## config.mk

```make
export PLATFORM = sky130hd
export DESIGN_NAME = sar_adc_serial
export DESIGN_NICKNAME = d
export VERILOG_FILES = /design/src/rtl/sar_adc_pkg.sv /design/src/rtl/sar_adc_serial.sv /design/src/rtl/sar_result_store.sv
export SDC_FILE = /design/constraint.sdc
export NUM_CORES = 1
export LEC_CHECK = 0
export ABC_AREA = 1
export ABC_CLOCK_PERIOD_IN_PS = 5920
export BUFFER_PORTS_ARGS = -buffer_cell sky130_fd_sc_hd__clkbuf_2
export CORE_MARGIN = 2
export CORE_UTILIZATION = 45
export CTS_CLUSTER_SIZE = 12
export DETAILED_ROUTE_END_ITERATION = 10
export SYNTH_ARGS = -nofsm -noshare
export SYNTH_HDL_FRONTEND = slang
export SYNTH_SLANG_ARGS = --single-unit
```

## constraint.sdc

```tcl
create_clock -name mclk_i -period 5.92 [get_ports mclk_i]
set_clock_uncertainty 0.2 [all_clocks]
set_input_delay 0 -clock mclk_i [delete_from_list [all_inputs] [get_ports mclk_i]]
set_output_delay 0 -clock mclk_i [all_outputs]
set_load 0.02 [all_outputs]
```

## src/rtl/sar_adc_pkg.sv

```systemverilog
// Shared constants for the serial successive-approximation converter core.
package sar_adc_pkg;
  localparam int RES_BITS = 12;
  localparam logic [11:0] CODE_ZERO = 12'h000;
  localparam logic [11:0] CODE_MID = 12'h800;
  localparam logic [11:0] CODE_MID_M1 = 12'h7ff;
  localparam logic [11:0] CODE_FULL = 12'hfff;
  // Falling serial clock edges spent sampling before the low lead bit.
  localparam logic [4:0] SAMPLE_EDGES = 5'h02;
  // Number of repeated bits in the LSB-first tail.
  localparam logic [4:0] REPEAT_BITS = 5'h0c;
  localparam int SYNC_STAGES = 2;
  localparam int CLK_PERIOD_NS = 4;
endpackage

```

## src/rtl/sar_adc_serial.sv

```systemverilog
`timescale 1ns/1ps
// Digital side of a 12-bit serial successive-approximation converter.
// Behaviour
// Result is 12-bit unsigned straight binary.
// Power down at completion or select high.
// Analog off both cases; digital off only deselected.
// Each bit output as soon as decided.
// Select high aborts conversion, full power-down.
// One bit decision per serial clock cycle.
// Host should clock fast, deselect otherwise.
// Host starts conversions at most 200kHz.
// Scaled scheme: select high 1 of 16.
// Output changes on serial clock falling edge.
// Two sample edges, low bit, 12 bits MSB first.
// Then LSB-first repeat, then high impedance.
// New conversion needs select high then low.
// Deselected: output off, sequencer reset.
module sar_adc_serial
  import sar_adc_pkg::*;
#(
  parameter int WIDTH = RES_BITS
) (
  // Clock, reset and clock enable.
  input wire logic mclk_i,
  input wire logic nrst_i,
  input wire logic ce_i,
  // Host link.
  input wire logic cs_n_i,
  input wire logic serial_bit_clock_i,
  output logic sdata_o,
  output logic sdata_oe_n_o,
  // Analog front end.
  input wire logic cmp_i,
  output logic sample_o,
  output logic [WIDTH-1:0] dac_code_o,
  output logic analog_pd_o,
  output logic digital_pd_o,
  output logic [WIDTH-1:0] result_o,
  output logic done_o
);
  typedef enum logic [2:0] {IDLE, SAMPLE, LEAD, MSB_OUT, LSB_OUT, DONE} phase_t;

  phase_t phase;
  logic [1:0] rst_sync;
  logic rst_n;
  logic [1:0] cs_sync;
  logic [1:0] sck_sync;
  logic sck_prev;
  logic fall_edge;
  logic cs_n;
  logic [4:0] cnt;
  logic [WIDTH-1:0] sar;
  logic [3:0] bit_idx;
  logic wr_en;
  logic clr_mem;
  logic [3:0] rd_idx;
  logic rd_bit;

  if (WIDTH != RES_BITS) begin : g_width_check
    $error("sar_adc_serial: only a 12-bit result is supported");
  end

  always_ff @(posedge mclk_i or negedge nrst_i) begin
    if (!nrst_i) begin
      rst_sync <= 2'h0;
    end else begin
      rst_sync <= {rst_sync[0], 1'b1};
    end
  end
  assign rst_n = rst_sync[1];

  // Select and serial clock come from the host domain.
  always_ff @(posedge mclk_i or negedge rst_n) begin
    if (!rst_n) begin
      cs_sync <= 2'h3;
      sck_sync <= 2'h0;
      sck_prev <= 1'b0;
    end else if (ce_i) begin
      cs_sync <= {cs_sync[0], cs_n_i};
      sck_sync <= {sck_sync[0], serial_bit_clock_i};
      sck_prev <= sck_sync[1];
    end
  end
  assign cs_n = cs_sync[1];
  assign fall_edge = sck_prev & ~sck_sync[1];

  function automatic logic [WIDTH-1:0] trial_code(input logic [WIDTH-1:0] kept, input logic [3:0] idx);
    trial_code = kept | (WIDTH'(1) << idx);
  endfunction

  // Sequencer: one phase step per falling serial clock edge.
  always_ff @(posedge mclk_i or negedge rst_n) begin
    if (!rst_n) begin
      phase <= IDLE;
      cnt <= 5'h00;
      sar <= '0;
    end else if (ce_i) begin
      if (cs_n) begin
        phase <= IDLE;
        cnt <= 5'h00;
        sar <= '0;
      end else if (fall_edge) begin
        unique case (phase)
          IDLE: begin
            phase <= SAMPLE;
            cnt <= 5'h01;
          end
          SAMPLE: begin
            if (cnt == SAMPLE_EDGES - 5'h01) begin
              phase <= LEAD;
              cnt <= 5'(WIDTH - 1);
            end else begin
              cnt <= cnt + 5'h01;
            end
          end
          LEAD: begin
            sar <= trial_code('0, cnt[3:0]) & (cmp_i ? '1 : ~(WIDTH'(1) << cnt[3:0]));
            phase <= MSB_OUT;
          end
          MSB_OUT: begin
            if (cnt == 5'h00) begin
              phase <= LSB_OUT;
              cnt <= 5'h01;
            end else begin
              sar <= trial_code(sar, cnt[3:0] - 4'h1) & (cmp_i ? '1 : ~(WIDTH'(1) << (cnt[3:0] - 4'h1)));
              cnt <= cnt - 5'h01;
            end
          end
          LSB_OUT: begin
            if (cnt == REPEAT_BITS) begin
              phase <= DONE;
            end else begin
              cnt <= cnt + 5'h01;
            end
          end
          DONE: phase <= DONE;
          default: phase <= IDLE;
        endcase
      end
    end
  end

  // The decided bit of the current position is written as it is made.
  assign bit_idx = (phase == LEAD) ? 4'(WIDTH - 1) : cnt[3:0] - 4'h1;
  assign wr_en = ~cs_n & fall_edge & ((phase == LEAD) | (phase == MSB_OUT && cnt != 5'h00));
  assign clr_mem = cs_n;
  // The tail starts with the lowest bit, so the read index trails the count by one.
  assign rd_idx = (phase == LSB_OUT) ? cnt[3:0] - 4'h1 : 4'h0;

  sar_result_store #(.WIDTH(WIDTH)) u_store (
    .mclk_i(mclk_i),
    .rst_n_i(rst_n),
    .ce_i(ce_i),
    .clr_i(clr_mem),
    .wr_i(wr_en),
    .wr_idx_i(bit_idx),
    .wr_bit_i(cmp_i),
    .rd_idx_i(rd_idx),
    .rd_bit_o(rd_bit),
    .word_o()
  );

  // Output pin: driven from the lead bit until the last repeated bit.
  always_ff @(posedge mclk_i or negedge rst_n) begin
    if (!rst_n) begin
      sdata_o <= 1'b0;
      sdata_oe_n_o <= 1'b1;
    end else if (ce_i) begin
      if (cs_n || phase == DONE || phase == IDLE || phase == SAMPLE) begin
        sdata_o <= 1'b0;
        sdata_oe_n_o <= 1'b1;
      end else if (phase == LEAD) begin
        sdata_o <= 1'b0;
        sdata_oe_n_o <= 1'b0;
      end else if (phase == MSB_OUT) begin
        sdata_o <= sar[cnt[3:0]];
        sdata_oe_n_o <= 1'b0;
      end else begin
        sdata_o <= rd_bit;
        sdata_oe_n_o <= 1'b0;
      end
    end
  end

  // Analog front end and power state.
  always_ff @(posedge mclk_i or negedge rst_n) begin
    if (!rst_n) begin
      sample_o <= 1'b0;
      dac_code_o <= '0;
      analog_pd_o <= 1'b1;
      digital_pd_o <= 1'b1;
      result_o <= CODE_ZERO;
      done_o <= 1'b0;
    end else if (ce_i) begin
      sample_o <= ~cs_n & (phase == IDLE || phase == SAMPLE);
      dac_code_o <= (phase == LEAD) ? CODE_MID : trial_code(sar, cnt[3:0] - 4'h1);
      analog_pd_o <= cs_n | (phase == LSB_OUT) | (phase == DONE);
      digital_pd_o <= cs_n;
      done_o <= ~cs_n & ((phase == LSB_OUT) | (phase == DONE));
      if (phase == MSB_OUT && cnt == 5'h00 && !cs_n) begin
        result_o <= sar;
      end
    end
  end
endmodule

```

## src/rtl/sar_result_store.sv

```systemverilog
`timescale 1ns/1ps
// Small result memory: holds the SAR register bits, read data registered.
module sar_result_store
  import sar_adc_pkg::*;
#(
  parameter int WIDTH = RES_BITS
) (
  // Clock and reset.
  input wire logic mclk_i,
  input wire logic rst_n_i,
  input wire logic ce_i,
  // Write port.
  input wire logic clr_i,
  input wire logic wr_i,
  input wire logic [3:0] wr_idx_i,
  input wire logic wr_bit_i,
  // Read port.
  input wire logic [3:0] rd_idx_i,
  output logic rd_bit_o,
  output logic [WIDTH-1:0] word_o
);
  logic [WIDTH-1:0] mem;

  // The write index is four bits wide, so no more than 16 bits can be held.
  if (WIDTH < 2 || WIDTH > 16) begin : g_width_check
    $error("sar_result_store: WIDTH out of range");
  end

  always_ff @(posedge mclk_i or negedge rst_n_i) begin
    if (!rst_n_i) begin
      mem <= '0;
    end else if (ce_i) begin
      if (clr_i) begin
        mem <= '0;
      end else if (wr_i) begin
        mem[wr_idx_i] <= wr_bit_i;
      end
    end
  end

  always_ff @(posedge mclk_i or negedge rst_n_i) begin
    if (!rst_n_i) begin
      rd_bit_o <= 1'b0;
    end else if (ce_i) begin
      rd_bit_o <= mem[rd_idx_i];
    end
  end

  assign word_o = mem;
endmodule
```

==> metrics.csv, run 1 <==
metric,value,unit
reg2reg start,cnt[0]$_DFFE_PN0P_,
unrepaired setup endpoints after global routing,no,
"Distinct cells, synth",31,
crit-path leading delay family,buffers and inverters,
# diodes,0,
worst r2r dst,u_store.word_o[11]$_DFFE_PN0P_,
Fin Setup TNS,0,ps
CP max FO,18,
Final Wtd Congestion,0.862,
Cell Rows,34,
Post-CTS Repair Setup Buffers,0,
"Arr. time, crit path",2930,ps
Synth Cell Area,0.00409,mm^2
post-synthesis sequential area ratio,0.429,
die area,0.00988,mm^2
Worst R2R Setup Slack,3090,ps
drt pass-1 iters,5,
"Hold-fix buffers, CTS",6,
met3 Track Usage GR,0.0464,
startpoint types,flip-flop,
Final Power,2.09,mW
setup violators final,0,
CP Capture Point,u_store.word_o[11]$_DFFE_PN0P_,
max incr delay on CP,690,ps
Slew headroom,0.425,
largest net degree at the start of global routing,69,
Global Route Usage Sum,0.223,
initial antenna violation count,0,
average instance area after synthesis,7.23,um^2
PwrDens,458,mW/mm^2
number of global-route vias before repair,3457,
vias,3699,
die height,99.4,um
Worst Hold Class,in -> reg,
Antenna Nets Post-Route,0,
Post-DP HPWL,7.31,mm
DIE WIDTH,99.4,um
CTS max path bufs,2,
worst-skew pair later-pin latency,360,ps
Gate Count Post-Synth,566,
# port buffers,35,
post_cts resized,0,
IO Pins,36,
CTS tree,built,
status,"finished, final reports clean",
critical path class,reg -> reg,
P&R area growth vs syn,11.6,%
Num CTS Buffers,9,
DRT Wirelength,10.3,mm
layout cell share with drive strength beyond 1,0.167,
Final Util,0.521,
placeable core region,0.00876,mm^2
busiest grt layer,met2,
CTS H-tree depth,3,
Final period util,0.479,
first-pass GRT wire length,17.4,mm
"Hold Vio Cnt, Final",0,
post-DR vias/cell,5.23,
CP cell instances,"inv_2, ha_1, nand3_2, nor2_4, nand2_1, nand2_2, inv_2, nand2_2, inv_2, nand3_1, nand2_1",
actual slew at the worst max-slew pin,863,ps
Peak Freq,353,MHz
initial core utilization,0.467,
CP endpoint kind,flip-flop,
met2 Use GR,0.366,
Yosys warning count,0,
#FFs+latches synth,70,
MaxCap Viol Count,0,
met1 Usage GRT,0.299,
crit path from,cnt[0]$_DFFE_PN0P_,
Iter 0 DRT Violations,212,
Tmin final,2830,ps
drc violations,0,
worst vdd ir,0.307,mV
CP bufs+invs,3,
Clock Sinks,70,
leakage power,2.31,nW
final layout net count,608,
"CTS clk-pin slew, worst paths",90,ps
wire per inst,14.6,um
Final Max Slew Viols,0,
grt ovf,0,
Worst Path Required,6010,ps
r2r worst-path depth,11,
Synth Net Count,580,
Root Driver,clkbuf_8,
critical path depth in cells,11,
slowest CP cell,dfrtp_1,
most frequent CP cell,inv_2,
## synthesized netlist by cell type, drive strengths merged
master / instances / area (um^2)
o211ai: 2 / 15.0
nand2: 198 / 753
o21ai: 56 / 314
ha: 8 / 100
dfrtp: 65 / 1630
xor2: 4 / 42.6
conb: 1 / 3.75
or2: 1 / 6.26
nand4: 8 / 50.1
nand3: 54 / 298
inv: 60 / 225
o22ai: 8 / 50.1
a21oi: 23 / 115
buf: 14 / 93.8
dfstp: 5 / 131
nor2: 46 / 213
clkbuf: 11 / 41.3
nor3: 2 / 15.0
## state kept, by name, summed over array words and instances, names as in the netlist
name              count
rst_sync              2
sar                  12
analog_pd_o           1
cs_sync               2
u_store.word_o       12
u_store.rd_bit_o      1
sck_sync              2
sdata_o               1
result_o             12
phase                 3
sdata_oe_n_o          1
done_o                1
sck_prev              1
dac_code_o           12
digital_pd_o          1
cnt                   5
sample_o              1
## final cells by class
type | count | area [um^2]
fillers | 909 | 4200
multi-input cells | 411 | 1980
flip-flops and latches | 70 | 1760
repair buffers | 42 | 243
inverters | 60 | 225
well taps | 108 | 135
clock buffers | 9 | 124
clock inverters | 7 | 105
## through the flow
step	hold WS (ps)	area [um^2]	std cells	worst slack [ps]
4_1_cts	41.2	4570	707	3090
3_3_place_gp	-415	4280	685	3260
2_1_floorplan	-496	4090	566	3640
3_5_place_dp	-412	4280	685	3140
6_report	62.1	4570	707	3090
5_1_grt	85.0	4570	707	2800
## logic make-up after synthesis
logic type,Yosys count,share of synthesized area
buffers and inverters,85,0.0880
AND/OR/NAND/NOR,309,0.326
XOR/XNOR,4,0.0104
AO/OA/AOI/OAI,89,0.121
other,1,0.000916
flip-flops,70,0.429
adder cells (fa/ha/maj),8,0.0245
## cells in the final DEF (no fill, tap or decap), drive strengths merged, types with 6 or more instances in the layout
cell type / instances
nand2: 198
dfrtp: 65
inv: 63
o21ai: 56
nand3: 54
nor2: 46
clkbuf: 44
a21oi: 23
nand4: 8
o22ai: 8
ha: 8
dlygate4sd3: 6
## worst register-to-register path: cells and delay by family (launching register included)
family        cells  cell delay, ps
buf+inv           3             770
simple gates      7             780
flops             1             690
fa+ha+maj         1             350
## per-layer routing
layer,share of wire,wire length (um)
met3,0.040,409
met4,0.013,138
met2,0.49,5010
met5,0,0
met1,0.46,4730
## power by group
group          leakage (nW)  internal (mW)  switching [mW]  total (mW)
Combinational          1.26          0.278           0.673       0.951
Sequential            0.933          0.584           0.108       0.692
Clock                 0.112          0.244           0.204       0.448
Total                  2.31           1.11           0.986        2.09
## how the worst min path moves through the flow
stage,cells past startpoint,to,start
detailed placement,1,rst_sync[0]$_DFF_PN0_,nrst_i
global route,5,sar[3]$_DFFE_PN0P_,cmp_i
floorplan,0,rst_sync[0]$_DFF_PN0_,nrst_i
finish,5,sar[1]$_DFFE_PN0P_,cmp_i
global placement,1,rst_sync[0]$_DFF_PN0_,nrst_i
CTS,5,sar[1]$_DFFE_PN0P_,cmp_i
(Power assumes the default switching activity.)
==> inputs of run 2 (changes only) <==
--- a/config.mk
+++ b/config.mk
@@ -6,7 +6,7 @@
 export NUM_CORES = 1
 export LEC_CHECK = 0
 export ABC_AREA = 1
-export ABC_CLOCK_PERIOD_IN_PS = 5920
+export ABC_CLOCK_PERIOD_IN_PS = 2650
 export BUFFER_PORTS_ARGS = -buffer_cell sky130_fd_sc_hd__clkbuf_2
 export CORE_MARGIN = 2
 export CORE_UTILIZATION = 45
==> constraint.sdc (replaced) <==
create_clock -name mclk_i -period 2.65 [get_ports mclk_i]
set_clock_uncertainty 0.2 [all_clocks]
set_input_delay 0 -clock mclk_i [delete_from_list [all_inputs] [get_ports mclk_i]]
set_output_delay 0 -clock mclk_i [all_outputs]
set_load 0.02 [all_outputs]
==> metrics.csv, run 2 (same netlist as run 1, synthesis figures left out) <==
metric,value,unit
status,"finished, final reports clean",
die height,99.4,um
P&R area growth vs syn,14.0,%
DIE WIDTH,99.4,um
unrepaired setup endpoints after global routing,no,
initial core utilization,0.467,
Comb pwr share,0.469,
Final Util,0.533,
setup violators final,0,
post-DR vias/cell,5.26,
PwrDens,1020,mW/mm^2
CTS max path bufs,2,
critical path depth in cells,10,
Final Wtd Congestion,0.896,
Global Route Usage Sum,0.225,
Worst R2R Setup Slack,280,ps
Post-DP HPWL,7.54,mm
most frequent CP cell,nand2_1,
worst r2r dst,u_store.word_o[3]$_DFFE_PN0P_,
CP cell instances,"inv_1, ha_1, xor2_2, buf_4, inv_2, nand3_1, nor2_1, o21ai_2, nand2_1, nand2_1",
MaxCap Viol Count,0,
Peak Freq,423,MHz
IO Pins,36,
wire per inst,14.5,um
CTS H-tree depth,3,
"Hold Vio Cnt, Final",0,
most frequent cells in the layout,"194 x nand2_1, 64 x dfrtp_1, 50 x nand3_1",
worst vdd ir,0.689,mV
r2r worst-path depth,10,
Final period util,0.893,
slowest CP cell,dfrtp_1,
drt pass-1 iters,5,
Num CTS Buffers,9,
Internal Power,2.53,mW
CP bufs+invs,3,
hold path cells,5,
P_sw,2.23,mW
CP max FO,10,
Clock Sinks,70,
clock share of power,0.213,
Final Power,4.76,mW
vias,3775,
first-pass GRT wire length,17.7,mm
layout cell share with drive strength beyond 1,0.179,
Iter 0 DRT Violations,198,
actual slew at the worst max-slew pin,584,ps
max incr delay on CP,540,ps
hold endpoint,sar[4]$_DFFE_PN0P_,
Worst Path Required,2700,ps
post_cts resized,0,
Final Max Slew Viols,0,
Slew headroom,0.611,
# diodes,0,
CTS tree,built,
critical path class,reg -> reg,
crit-path leading delay family,flip-flops,
worst-skew pair later-pin latency,360,ps
"commonest non-fill, non-tap cell in the layout",nand2_1,
initial antenna violation count,0,
startpoint types,flip-flop,
Hold Path Origin,cmp_i,
CP endpoint kind,flip-flop,
"CTS clk-pin slew, worst paths",90,ps
leakage power,2.36,nW
Cell Rows,34,
Worst Hold Class,in -> reg,
Root Driver,clkbuf_8,
largest net degree at the start of global routing,45,
reg2reg start,cnt[1]$_DFFE_PN0P_,
final layout net count,619,
placeable core region,0.00876,mm^2
Fin Setup TNS,0,ps
Tmin final,2370,ps
die area,0.00988,mm^2
number of global-route vias before repair,3630,
"Arr. time, crit path",2420,ps
# port buffers,35,
grt ovf,0,
Net Sw Frac,0.469,
register share of total power,0.318,
Antenna Nets Post-Route,0,
DRT Wirelength,10.4,mm
drc violations,0,
-- run 2: power by group through the flow --
stage / Combinational [mW] / Sequential (mW) / Clock, mW
4_1_cts: 2.22 / 1.51 / 1.03
3_3_place_gp: 2.19 / 1.53 / 0
6_report: 2.23 / 1.51 / 1.02
3_5_place_dp: 2.19 / 1.53 / 0
2_1_floorplan: 1.59 / 1.59 / 0
5_1_grt: 2.49 / 1.55 / 1.07
-- run 2: what timing repair did --
item	4_1_cts	5_1_grt
hold buffers	8	0
hold endpoints to repair	25	0
setup buffers	0	0
-- run 2: per-layer routing --
layer / wire [um] / vias to the layer above / track usage
met5: 0 / - / 0
met4: 279 / 0 / 0.0896
met3: 410 / 24 / 0.0330
met2: 4970 / 93 / 0.371
met1: 4780 / 1771 / 0.298
li1: - / 1887 / -
-- run 2: worst max-delay path by stage --
| stage | from | endpoint | slack [ps] |
|---|---|---|---|
| detailed placement | cnt[1]$_DFFE_PN0P_ | u_store.word_o[3]$_DFFE_PN0P_ | 300 |
| global placement | cnt[1]$_DFFE_PN0P_ | u_store.word_o[3]$_DFFE_PN0P_ | 390 |
| finish | cnt[1]$_DFFE_PN0P_ | u_store.word_o[3]$_DFFE_PN0P_ | 280 |
| floorplan | rst_sync[1]$_DFF_PN0_ | cnt[0]$_DFFE_PN0P_ | 370 |
| CTS | cnt[1]$_DFFE_PN0P_ | u_store.word_o[3]$_DFFE_PN0P_ | 280 |
| global route | cnt[1]$_DFFE_PN0P_ | u_store.word_o[5]$_DFFE_PN0P_ | 70 |
-- run 2: cell type report --
cell class | count | area, um^2
clock buffer | 9 | 124
fill | 867 | 4100
clock inverter | 7 | 105
inverter | 60 | 225
sequential | 70 | 1760
timing repair buffer | 53 | 343
tap | 108 | 135
multi-input combinational | 411 | 1980
-- run 2: worst reg2reg max path, stage by stage (launching register included) --
cell and delay [ps]:
dfrtp_1 540, inv_1 200, ha_1 270, xor2_2 200, buf_4 210, inv_2 110
nand3_1 140, nor2_1 230, o21ai_2 70, nand2_1 60, nand2_1 40
-- run 2: stage by stage --
stage          hold WS, ps  setup WS, ps  std cells  area (um^2)
6_report              73.1           285        718         4670
5_1_grt               91.3          73.7        718         4670
4_1_cts               45.3           281        718         4670
3_5_place_dp          -412           300        694         4360
3_3_place_gp          -415           389        694         4360
2_1_floorplan         -496           365        566         4090
